===== config.mk =====
export PLATFORM = sky130hd
export DESIGN_NAME = iss_status
export DESIGN_NICKNAME = d
export VERILOG_FILES = /design/src/hdl/iss_pkg.sv /design/src/hdl/iss_bus_watch.sv /design/src/hdl/iss_status.sv
export SDC_FILE = /design/constraint.sdc
export NUM_CORES = 1
export LEC_CHECK = 0
export BUFFER_PORTS_ARGS = -buffer_cell sky130_fd_sc_hd__buf_4
export CAP_MARGIN = 5
export CORE_MARGIN = 3
export CORE_UTILIZATION = 30
export DETAILED_ROUTE_END_ITERATION = 7
export GPL_TIMING_DRIVEN = 0
export SLEW_MARGIN = 20
export SYNTH_ARGS = -nofsm -noshare
export SYNTH_HDL_FRONTEND = slang
export SYNTH_SLANG_ARGS = --single-unit

===== constraint.sdc =====
create_clock -name clock -period 2.6 [get_ports clock]
set_clock_uncertainty 0.1 [all_clocks]
set_input_delay 0.39 -clock clock [delete_from_list [all_inputs] [get_ports clock]]
set_output_delay 0.39 -clock clock [all_outputs]
set_load 0.01 [all_outputs]

===== src/hdl/iss_pkg.sv =====
package iss_pkg;

    // ------------------------------------------------------------
    // Register map
    // ------------------------------------------------------------
    localparam logic [8:0] ISS_CTRL_OFFSET   = 9'h100;
    localparam logic [8:0] ISS_STATUS_OFFSET = 9'h104;
    localparam logic [8:0] ISS_TXQ_OFFSET    = 9'h108;
    localparam logic [8:0] ISS_RXQ_OFFSET    = 9'h10C;
    localparam logic [8:0] ISS_ADR_OFFSET    = 9'h110;
    localparam logic [8:0] ISS_TENADR_OFFSET = 9'h11C;

    // ------------------------------------------------------------
    // Field positions
    // ------------------------------------------------------------
    localparam int ISS_GC_ENABLE_BIT = 6;
    localparam int ISS_TX_EMPTY   = 7;
    localparam int ISS_RX_EMPTY   = 6;
    localparam int ISS_RX_FULL    = 5;
    localparam int ISS_TX_FULL    = 4;
    localparam int ISS_DIR_BIT    = 3;
    localparam int ISS_BUSY_BIT   = 2;
    localparam int ISS_AAT_BIT    = 1;
    localparam int ISS_GC_BIT     = 0;

    // ------------------------------------------------------------
    // Reset values and sizes
    // ------------------------------------------------------------
    localparam logic [7:0] ISS_STATUS_RESET = 8'h00_C0;
    localparam int         ISS_QUEUE_DEPTH  = 16;
    localparam logic [6:0] ISS_GC_ADDR      = 7'h00_00;
    localparam logic [4:0] ISS_TEN_PREFIX   = 5'h00_1E;

    // Flag group passed from the target front end
    typedef struct packed {
        logic busy;
        logic addressed;
        logic direction;
        logic gc_hit;
    } iss_bus_flags_t;

    // Target front end states
    typedef enum logic [2:0] {
        ISS_IDLE  = 3'b000,
        ISS_ADDR1 = 3'b001,
        ISS_ADDR2 = 3'b011,
        ISS_HOLD  = 3'b010
    } iss_state_t;

endpackage


===== src/hdl/iss_bus_watch.sv =====
`timescale 1ns/100ps
// Watches the synchronised bus lines for START, STOP, address match.
module iss_bus_watch
    import iss_pkg::*;
(
    input  wire logic                    clock,
    input  wire logic                    resetn,
    input  wire logic                    scl_s,
    input  wire logic                    sda_s,
    input  wire logic                    gc_enable,
    input  wire logic                    ten_bit_mode,
    input  wire logic [6:0]              own_addr,
    input  wire logic [2:0]              own_addr_hi,
    output iss_pkg::iss_bus_flags_t      flags
);
    import iss_pkg::*;

    logic       scl_q, scl_d, sda_q, sda_d;
    logic [3:0] bitcnt_q, bitcnt_d;
    logic [7:0] shift_q, shift_d;
    logic       ten_seen_q, ten_seen_d;   // Full 10-bit match seen since the last STOP or 10-bit-mode prefix mismatch
    iss_state_t state_q, state_d;
    iss_bus_flags_t fl_q, fl_d;
    logic start_ev, stop_ev, scl_rise;

    // ------------------------------------------------------------
    // Bus condition detection
    // ------------------------------------------------------------
    assign start_ev = scl_s && scl_q && sda_q && !sda_s;
    assign stop_ev  = scl_s && scl_q && !sda_q && sda_s;
    assign scl_rise = scl_s && !scl_q;

    // Next state: address shifter and flag updates
    always_comb begin
        scl_d    = scl_s;
        sda_d    = sda_s;
        bitcnt_d = bitcnt_q;
        shift_d  = shift_q;
        ten_seen_d = ten_seen_q;
        state_d  = state_q;
        fl_d     = fl_q;
        if (scl_rise && bitcnt_q != 4'h0_8) begin
            shift_d  = {shift_q[6:0], sda_s};
            bitcnt_d = bitcnt_q + 4'h0_1;
        end else if (scl_rise) begin
            bitcnt_d = 4'h0_0;    // Ninth clock is the acknowledge slot
        end
        unique case (state_q)
            ISS_IDLE: begin
            end
            ISS_ADDR1: begin
                if (scl_rise && bitcnt_q == 4'h0_8) begin
                    state_d = ISS_HOLD;
                    if (shift_q[7:1] == ISS_GC_ADDR && !shift_q[0]) begin
                        if (gc_enable) begin
                            fl_d.gc_hit    = 1'b1;
                            fl_d.addressed = 1'b1;
                            fl_d.direction = 1'b0;
                        end
                    end else if (ten_bit_mode) begin
                        // 7-bit matches are ignored here; prefix carries address bits 9 and 8
                        if (shift_q[7:3] == ISS_TEN_PREFIX && shift_q[2:1] == own_addr_hi[2:1]) begin
                            if (!shift_q[0]) begin
                                state_d = ISS_ADDR2;
                            end else if (ten_seen_q) begin
                                // A read after repeated START needs the earlier full match
                                fl_d.addressed = 1'b1;
                                fl_d.direction = 1'b1;
                            end
                        end else begin
                            ten_seen_d = 1'b0;
                        end
                    end else if (shift_q[7:1] == own_addr) begin
                        fl_d.addressed = 1'b1;
                        fl_d.direction = shift_q[0];
                    end
                end
            end
            ISS_ADDR2: begin
                if (scl_rise && bitcnt_q == 4'h0_8) begin
                    state_d = ISS_HOLD;
                    // Second byte holds address bits 7 to 0
                    if (shift_q == {own_addr_hi[0], own_addr}) begin
                        fl_d.addressed = 1'b1;
                        fl_d.direction = 1'b0;
                        ten_seen_d     = 1'b1;
                    end
                end
            end
            ISS_HOLD: begin
            end
        endcase
        if (start_ev) begin
            fl_d.busy      = 1'b1;
            fl_d.addressed = 1'b0;
            fl_d.gc_hit    = 1'b0;
            bitcnt_d       = 4'h0_0;
            state_d        = ISS_ADDR1;
        end
        if (stop_ev) begin
            fl_d.busy      = 1'b0;
            fl_d.addressed = 1'b0;
            ten_seen_d     = 1'b0;
            state_d        = ISS_IDLE;
        end
    end

    // Registers; the flags leave this module straight from flip-flops
    always_ff @(posedge clock or negedge resetn) begin
        if (!resetn) begin
            scl_q    <= 1'b1;
            sda_q    <= 1'b1;
            bitcnt_q <= 4'h0_0;
            shift_q  <= 8'h00_00;
            ten_seen_q <= 1'b0;
            state_q  <= ISS_IDLE;
            fl_q     <= '0;
        end else begin
            scl_q    <= scl_d;
            sda_q    <= sda_d;
            bitcnt_q <= bitcnt_d;
            shift_q  <= shift_d;
            ten_seen_q <= ten_seen_d;
            state_q  <= state_d;
            fl_q     <= fl_d;
        end
    end

    assign flags = fl_q;

endmodule


===== src/hdl/iss_status.sv =====
`timescale 1ns/100ps
// Status word of the two-wire controller, read through the register port.
module iss_status
    import iss_pkg::*;
#(
    parameter int QUEUE_DEPTH = 16
) (
    input  wire logic                         clock,
    input  wire logic                         resetn,
    input  wire logic                         scl_in,
    input  wire logic                         sda_in,
    input  wire logic [8:0]                   reg_addr,
    input  wire logic                         reg_read,
    input  wire logic                         reg_write,
    input  wire logic [31:0]                  reg_wdata,
    output logic [31:0]                       reg_rdata,
    input  wire logic [$clog2(QUEUE_DEPTH):0] tx_count,
    input  wire logic [$clog2(QUEUE_DEPTH):0] rx_count,
    input  wire logic                         ten_bit_mode,
    input  wire logic [6:0]                   own_addr,
    input  wire logic [2:0]                   own_addr_hi,
    output logic                              target_mode,
    output logic                              general_call_enable
);
    import iss_pkg::*;

    localparam int CW = $clog2(QUEUE_DEPTH) + 1;
    localparam logic [CW-1:0] FULL_COUNT = CW'(QUEUE_DEPTH);

    // ------------------------------------------------------------
    // Pin synchronisers
    // ------------------------------------------------------------
    logic [1:0] scl_sync_q, sda_sync_q;
    logic [1:0] scl_sync_d, sda_sync_d;

    always_comb begin
        scl_sync_d = {scl_sync_q[0], scl_in};
        sda_sync_d = {sda_sync_q[0], sda_in};
    end

    // Lines idle high, so reset to 1 to avoid a false START
    always_ff @(posedge clock or negedge resetn) begin
        if (!resetn) begin
            scl_sync_q <= 2'b11;
            sda_sync_q <= 2'b11;
        end else begin
            scl_sync_q <= scl_sync_d;
            sda_sync_q <= sda_sync_d;
        end
    end

    // ------------------------------------------------------------
    // Control bit held locally (general call enable)
    // ------------------------------------------------------------
    logic general_call_enable_q, general_call_enable_d;
    iss_bus_flags_t flags;

    always_comb begin
        general_call_enable_d = general_call_enable_q;
        if (reg_write && reg_addr == ISS_CTRL_OFFSET) begin
            general_call_enable_d = reg_wdata[ISS_GC_ENABLE_BIT];
        end
    end

    iss_bus_watch u_watch (
        .clock        (clock),
        .resetn       (resetn),
        .scl_s        (scl_sync_q[1]),
        .sda_s        (sda_sync_q[1]),
        .gc_enable    (general_call_enable_q),
        .ten_bit_mode (ten_bit_mode),
        .own_addr     (own_addr),
        .own_addr_hi  (own_addr_hi),
        .flags        (flags)
    );

    // ------------------------------------------------------------
    // Status word assembly
    // ------------------------------------------------------------
    logic [7:0]  status_q, status_d;
    logic [31:0] rdata_q, rdata_d;
    logic        tmode_q, tmode_d;

    // Queue flags come straight from the counts; no threshold input exists
    always_comb begin
        status_d               = '0;
        status_d[ISS_TX_EMPTY] = (tx_count == '0);
        status_d[ISS_RX_EMPTY] = (rx_count == '0);
        status_d[ISS_RX_FULL]  = (rx_count == FULL_COUNT);
        status_d[ISS_TX_FULL]  = (tx_count == FULL_COUNT);
        status_d[ISS_DIR_BIT]  = flags.addressed & flags.direction;
        status_d[ISS_BUSY_BIT] = flags.busy;
        status_d[ISS_AAT_BIT]  = flags.addressed;
        status_d[ISS_GC_BIT]   = flags.gc_hit;
        tmode_d                = flags.addressed;
    end

    // Read port; writes to the status offset fall through untouched
    always_comb begin
        rdata_d = rdata_q;
        if (reg_read) begin
            unique case (reg_addr)
                ISS_STATUS_OFFSET: rdata_d = {24'h00_0000, status_q};
                ISS_CTRL_OFFSET:   rdata_d = {25'h000_0000, general_call_enable_q, 6'h00};
                default:           rdata_d = 32'h0000_0000;
            endcase
        end
    end

    // Flags settle one clock after their event
    always_ff @(posedge clock or negedge resetn) begin
        if (!resetn) begin
            status_q <= ISS_STATUS_RESET;
            rdata_q  <= 32'h0000_0000;
            tmode_q  <= 1'b0;
            general_call_enable_q  <= 1'b0;
        end else begin
            status_q <= status_d;
            rdata_q  <= rdata_d;
            tmode_q  <= tmode_d;
            general_call_enable_q  <= general_call_enable_d;
        end
    end

    assign reg_rdata           = rdata_q;
    assign target_mode         = tmode_q;
    assign general_call_enable = general_call_enable_q;

endmodule


-- Word-level counts from Yosys, hierarchy flattened
Cells that the tools add are included.
- input bits: 68
- logic and storage cells: 121
- register bits after elaboration: 68
- output and inout port bits: 34
- multiplexer cells: 37
- add/subtract/negate cells: 1
- equality and inequality tests: 34
- reductions and logical operators: 32
- bitwise operators: 1
- operators by type and width (kind ; count):
    2-to-1 mux 3 bit ; 9
    inequality test 6 x 2 -> 1 bit, second input constant ; 4
    2-to-1 mux 2 bit ; 10
    == test 9 bit, second input constant ; 2
    AND reduction 9 bit ; 2
    inequality test 4 x 2 -> 1 bit, second input constant ; 4
    case mux 8 bit (2 select lines) ; 1
    == test 5 bit, second input constant ; 3
    2-to-1 mux 4 bit ; 3
    inequality test 4 x 1 -> 1 bit, second input constant ; 3
    nonzero test 2 bit ; 6
    logical AND 1 bit ; 11
    2-to-1 mux 1 bit ; 11
    logical NOT 5 bit ; 2
    inequality test 3 x 1 -> 1 bit, second input constant ; 3
    inequality test 3 x 2 -> 1 bit, second input constant ; 3
    == test 8 bit ; 1
    == test 7 bit ; 1
    logical NOT 7 bit ; 1
    AND reduction 7 bit ; 1
    inequality test 2 x 1 -> 1 bit, second input constant ; 3
    case mux 3 bit (2 select lines) ; 1
    nonzero test 3 bit ; 2
    inequality test 5 x 3 -> 1 bit, second input constant ; 1
    14 further kinds ; 17

-- Longest topological paths before layout
- word-level depth: 9
- depth in mapped cells: 8
- gate-level depth less buffers: 7

-- By module
Synthesis repeated with hierarchy kept, for this count alone.
- cells, all modules: 209
- area, all modules: 2222.1 sq um
- modules (own cells, without submodules) (module ; cells each ; sequential area each (sq um) ; times used ; area each (sq um)):
    iss_bus_watch ; 123 ; 528.0 ; 1 ; 1260.0
    iss_status ; 86 ; 533.0 ; 1 ; 962.2

-- Worst setup path after synthesis
OpenSTA, ideal clock, no wires.
- kind: register -> register
- start: register u_watch.shift_q[4]
- end: register u_watch.fl_q, in the netlist u_watch.flags[1]
- clock period less this slack: 1.833 ns
- cell stages (with the launch flop): 6
- library setup time: 0.131 ns
- arrival: 1.602 ns
- required time: 2.369 ns
- path slack: 0.767 ns
- path buffers: 0
- cell sequence: dfrtp_1 or4_4 o21a_1 o21ai_1 o2111ai_1 mux2i_1
- longest elaborated chain between the ends: 5
- elaborated cells on any way between the ends: 16
- those cells by class: eq/ne: 9; mux: 3; reduce/logical: 4
- ends and longest elaborated chain (item ; line ; source):
    from (decl) ; iss_bus_watch.sv:20 ; logic [7:0] shift_q, shift_d;
    from (signal assigned) ; iss_bus_watch.sv:122 ; shift_q <= shift_d;
    branches (longest 5 deep; another with AND reduction 9 bit) ; -- ;
    to (signal assigned) ; iss_bus_watch.sv:125 ; fl_q <= fl_d;
    to (decl) ; iss_bus_watch.sv:23 ; iss_bus_flags_t fl_q, fl_d;
Parallel ways; which one is timed is not known. The select of a mux whose other input is x is not followed.
A chain may end at the register's enable or synchronous reset.

-- Worst setup path in the final report
Same ends and word-level chain as after synthesis.

==> impl_metrics.toml <==
[die]
core_um2 = 6870
die_w_um = 90.7
placementRows = 30
start_util_pct = 31.3
ioPinCount = 102
die_h_um = 90.7
dieArea_um2 = 8220

[logic_synthesis]
synth_top_cell_area_share_pct = 39.6
synthFlopType = "dfrtp_1"
synthArstFlopShare_pct = 100
synth_cells = 211
ys_ff_latch = 42
yosys.cell_types.count = 43
synth-edff-count = 0
ys_seq_area_share_pct = 49.3
ys_warn_count = 0
yosysTopAreaCell = "dfrtp_1"
netlist_area_um2 = 2150
syn_area_per_cell_um2 = 10.2
synth.area.top_cells = "dfrtp_1 40%, dfstp_2 9.8%, buf_4 8.4%"

[power_and_ir_drop]
p_total_mw = 1.69
powerDensity_nw_per_um2 = 605
peakVddDrop_mv = 0.234
p_leak_nw = 1.32

[final_layout]
final_nets = 357
area_growth_pct = 30.1
final_area_um2 = 2800
layout-drive-gt1-share_pct = 33.7
antennaDiodeCount = 0

[grt]
grt_usage_pct = 10.4
grt_max_degree = 43
grt_pass1_wl_um = 6920
grt_overflow = 0
antenna_found_initial = 0
grt_pass1_vias = 1489

[timing]
setup_slack_ns = 0.614
setup_tns_ns = 0
worstMarginPinSlew_ns = 0.528
finalCritPeriodShare_pct = 76.4
rsz0062_at_grt = "false"
final_max_slew_viol_count = 0
setup_viol = 0
period_needed_ns = 1.99
fmax_ghz = 0.504
maxSlewHeadroom_pct = 64.5
finalHoldViolCount = 0

[min_path]
worst_hold_path_type = "in2reg"
whs_endpoint = "scl_sync_q[0]"
min-delay-start = "scl_in"
holdPathStages = 1

[clock_tree]
clkTransAtPathRegs_ns = 0.08
post-cts-setup-buffer-count = 0
worstSkewPairLatency_ns = 0.30
cts-buffers-inserted = 5
clock-sinks = 42
tritoncts = "done"
root_buffer = "clkbuf_8"
clk_path_buf_depth = 2
htree_levels = 2

[route]
wirelength_um = 4140
wl_per_cell_um = 10.8
firstDrtPassIters = 4
num_vias = 1578
viasPerCell = 4.11
antenna_left = 0
drc = 0
drt_iter0_drc = 90

[placed_design]
io_buffers = 45
hpwlAfterDp_um = 3170
place.gp.congestion = 0.769
place_area_um2 = 2700
place_ws_ns = 0.609

[outcome]
status = "finished, final reports clean"

[setup_path]
reg2reg_depth = 5
crit_required_ns = 2.67
reg2reg_slack_ns = 0.61
endpoint_kind = "flop"
cp.arrival_ns = 2.06
rr_startpoint = "u_watch.shift_q[4]"
r2r-end = "u_watch.flags[1]"
crit_start = "u_watch.shift_q[4]"
crit_fanout = 6
crit_path_start_kind = "flop"
path_class = "reg2reg"

[flow_run]
drv_cap = 0
## per-layer routing
metal / global-route usage, % / vias to the layer above / share of wire [%]
met3: 3.17 / 4 / 5.2
met5: 0 / - / 0
li1: - / 817 / -
met4: 3.57 / 0 / 1.3
met2: 16.9 / 36 / 50
met1: 13.0 / 721 / 44
## area by class of cell
| cell class | instances | area (µm²) |
|---|---|---|
| fill | 678 | 4070 |
| sequential | 42 | 1060 |
| multi-input combinational | 145 | 910 |
| timing repair buffer | 46 | 348 |
| buffer | 31 | 206 |
| tap | 96 | 120 |
| clock buffer | 5 | 68.8 |
| inverter | 16 | 60.1 |
| clock inverter | 3 | 23.8 |
## worst max path at each step
stage | end | slack, ns | cells after the start
finish | u_watch.flags[1] | 0.61 | 5
floorplan | u_watch.flags[1] | 0.77 | 5
CTS | u_watch.shift_q[2] | 0.60 | 6
global route | u_watch.state_q[0] | 0.44 | 6
global placement | u_watch.state_q[0] | 0.63 | 6
detailed placement | u_watch.shift_q[2] | 0.61 | 6
## synth_stat cells (2+ instances only)
cell type and count:
a21oi_1 2, buf_4 24, clkbuf_1 7, dfrtp_1 34, dfstp_2 8, ha_1 2, inv_1 16, mux2_2 10
nand2_1 13, nand3_1 4, nand3b_1 3, nand4_1 4, nor2_1 13, nor2b_1 3, nor3_1 3, nor4_1 4
o21ai_0 17, or3_1 2, xnor2_1 9, xor2_1 10
## report_power, final
group          switching (mW)  internal (mW)
Combinational           0.192          0.229
Sequential              0.106          0.741
Clock                   0.234          0.192
## cell usage in the layout, fill, tap and decap left out, types with 5 or more instances in the layout
master	netlist	routed
buf_4	24	69
dfrtp_1	34	34
conb_1	1	24
o21ai_0	17	17
inv_1	16	16
nor2_1	13	13
nand2_1	13	13
xor2_1	10	10
mux2_2	10	10
xnor2_1	9	9
dfstp_2	8	8
clkbuf_1	7	7
clkbuf_8	0	5
## stage by stage
stage | instances | utilization [%] | hold slack (ns)
2_1_floorplan | 234 | - | -0.00559
3_3_place_gp | 375 | 39.2 | 0.246
3_5_place_dp | 375 | 39.2 | 0.247
4_1_cts | 384 | 40.7 | 0.0861
5_1_grt | 384 | 40.7 | 0.0841
6_report | 384 | 40.7 | 0.0989
## registers in the layout, indices dropped and copies added, names as in the netlist
register / count
u_watch.scl_q: 1
u_watch.sda_q: 1
u_watch.flags: 4
u_watch.bitcnt_q: 4
scl_sync_q: 2
status_q: 8
u_watch.ten_seen_q: 1
reg_rdata: 8
u_watch.shift_q: 8
sda_sync_q: 2
u_watch.state_q: 2
general_call_enable: 1
## critical path, stage by stage (launching register included)
cell and delay [ns]:
dfrtp_1 0.45, or4_4 0.60, nor3_2 0.24, o31a_1 0.17, o2111ai_1 0.15, mux2i_1 0.16
## repair_timing
action / 4_1_cts / 5_1_grt
resized for setup: 0 / 0
endpoints found under the setup margin: 0 / 0
hold buffers: 1 / 0
hold endpoints to repair: 34 / 0
## kinds of logic after synthesis
kind of cell | synth area share (%)
xor+xnor | 7.74
flops | 49.3
buf+inv | 12.4
simple gates | 14.5
compound gates | 9.02
mux | 5.70
fa+ha+maj | 1.16
other cells | 0.174
Power figures use the tool's default switching activity.
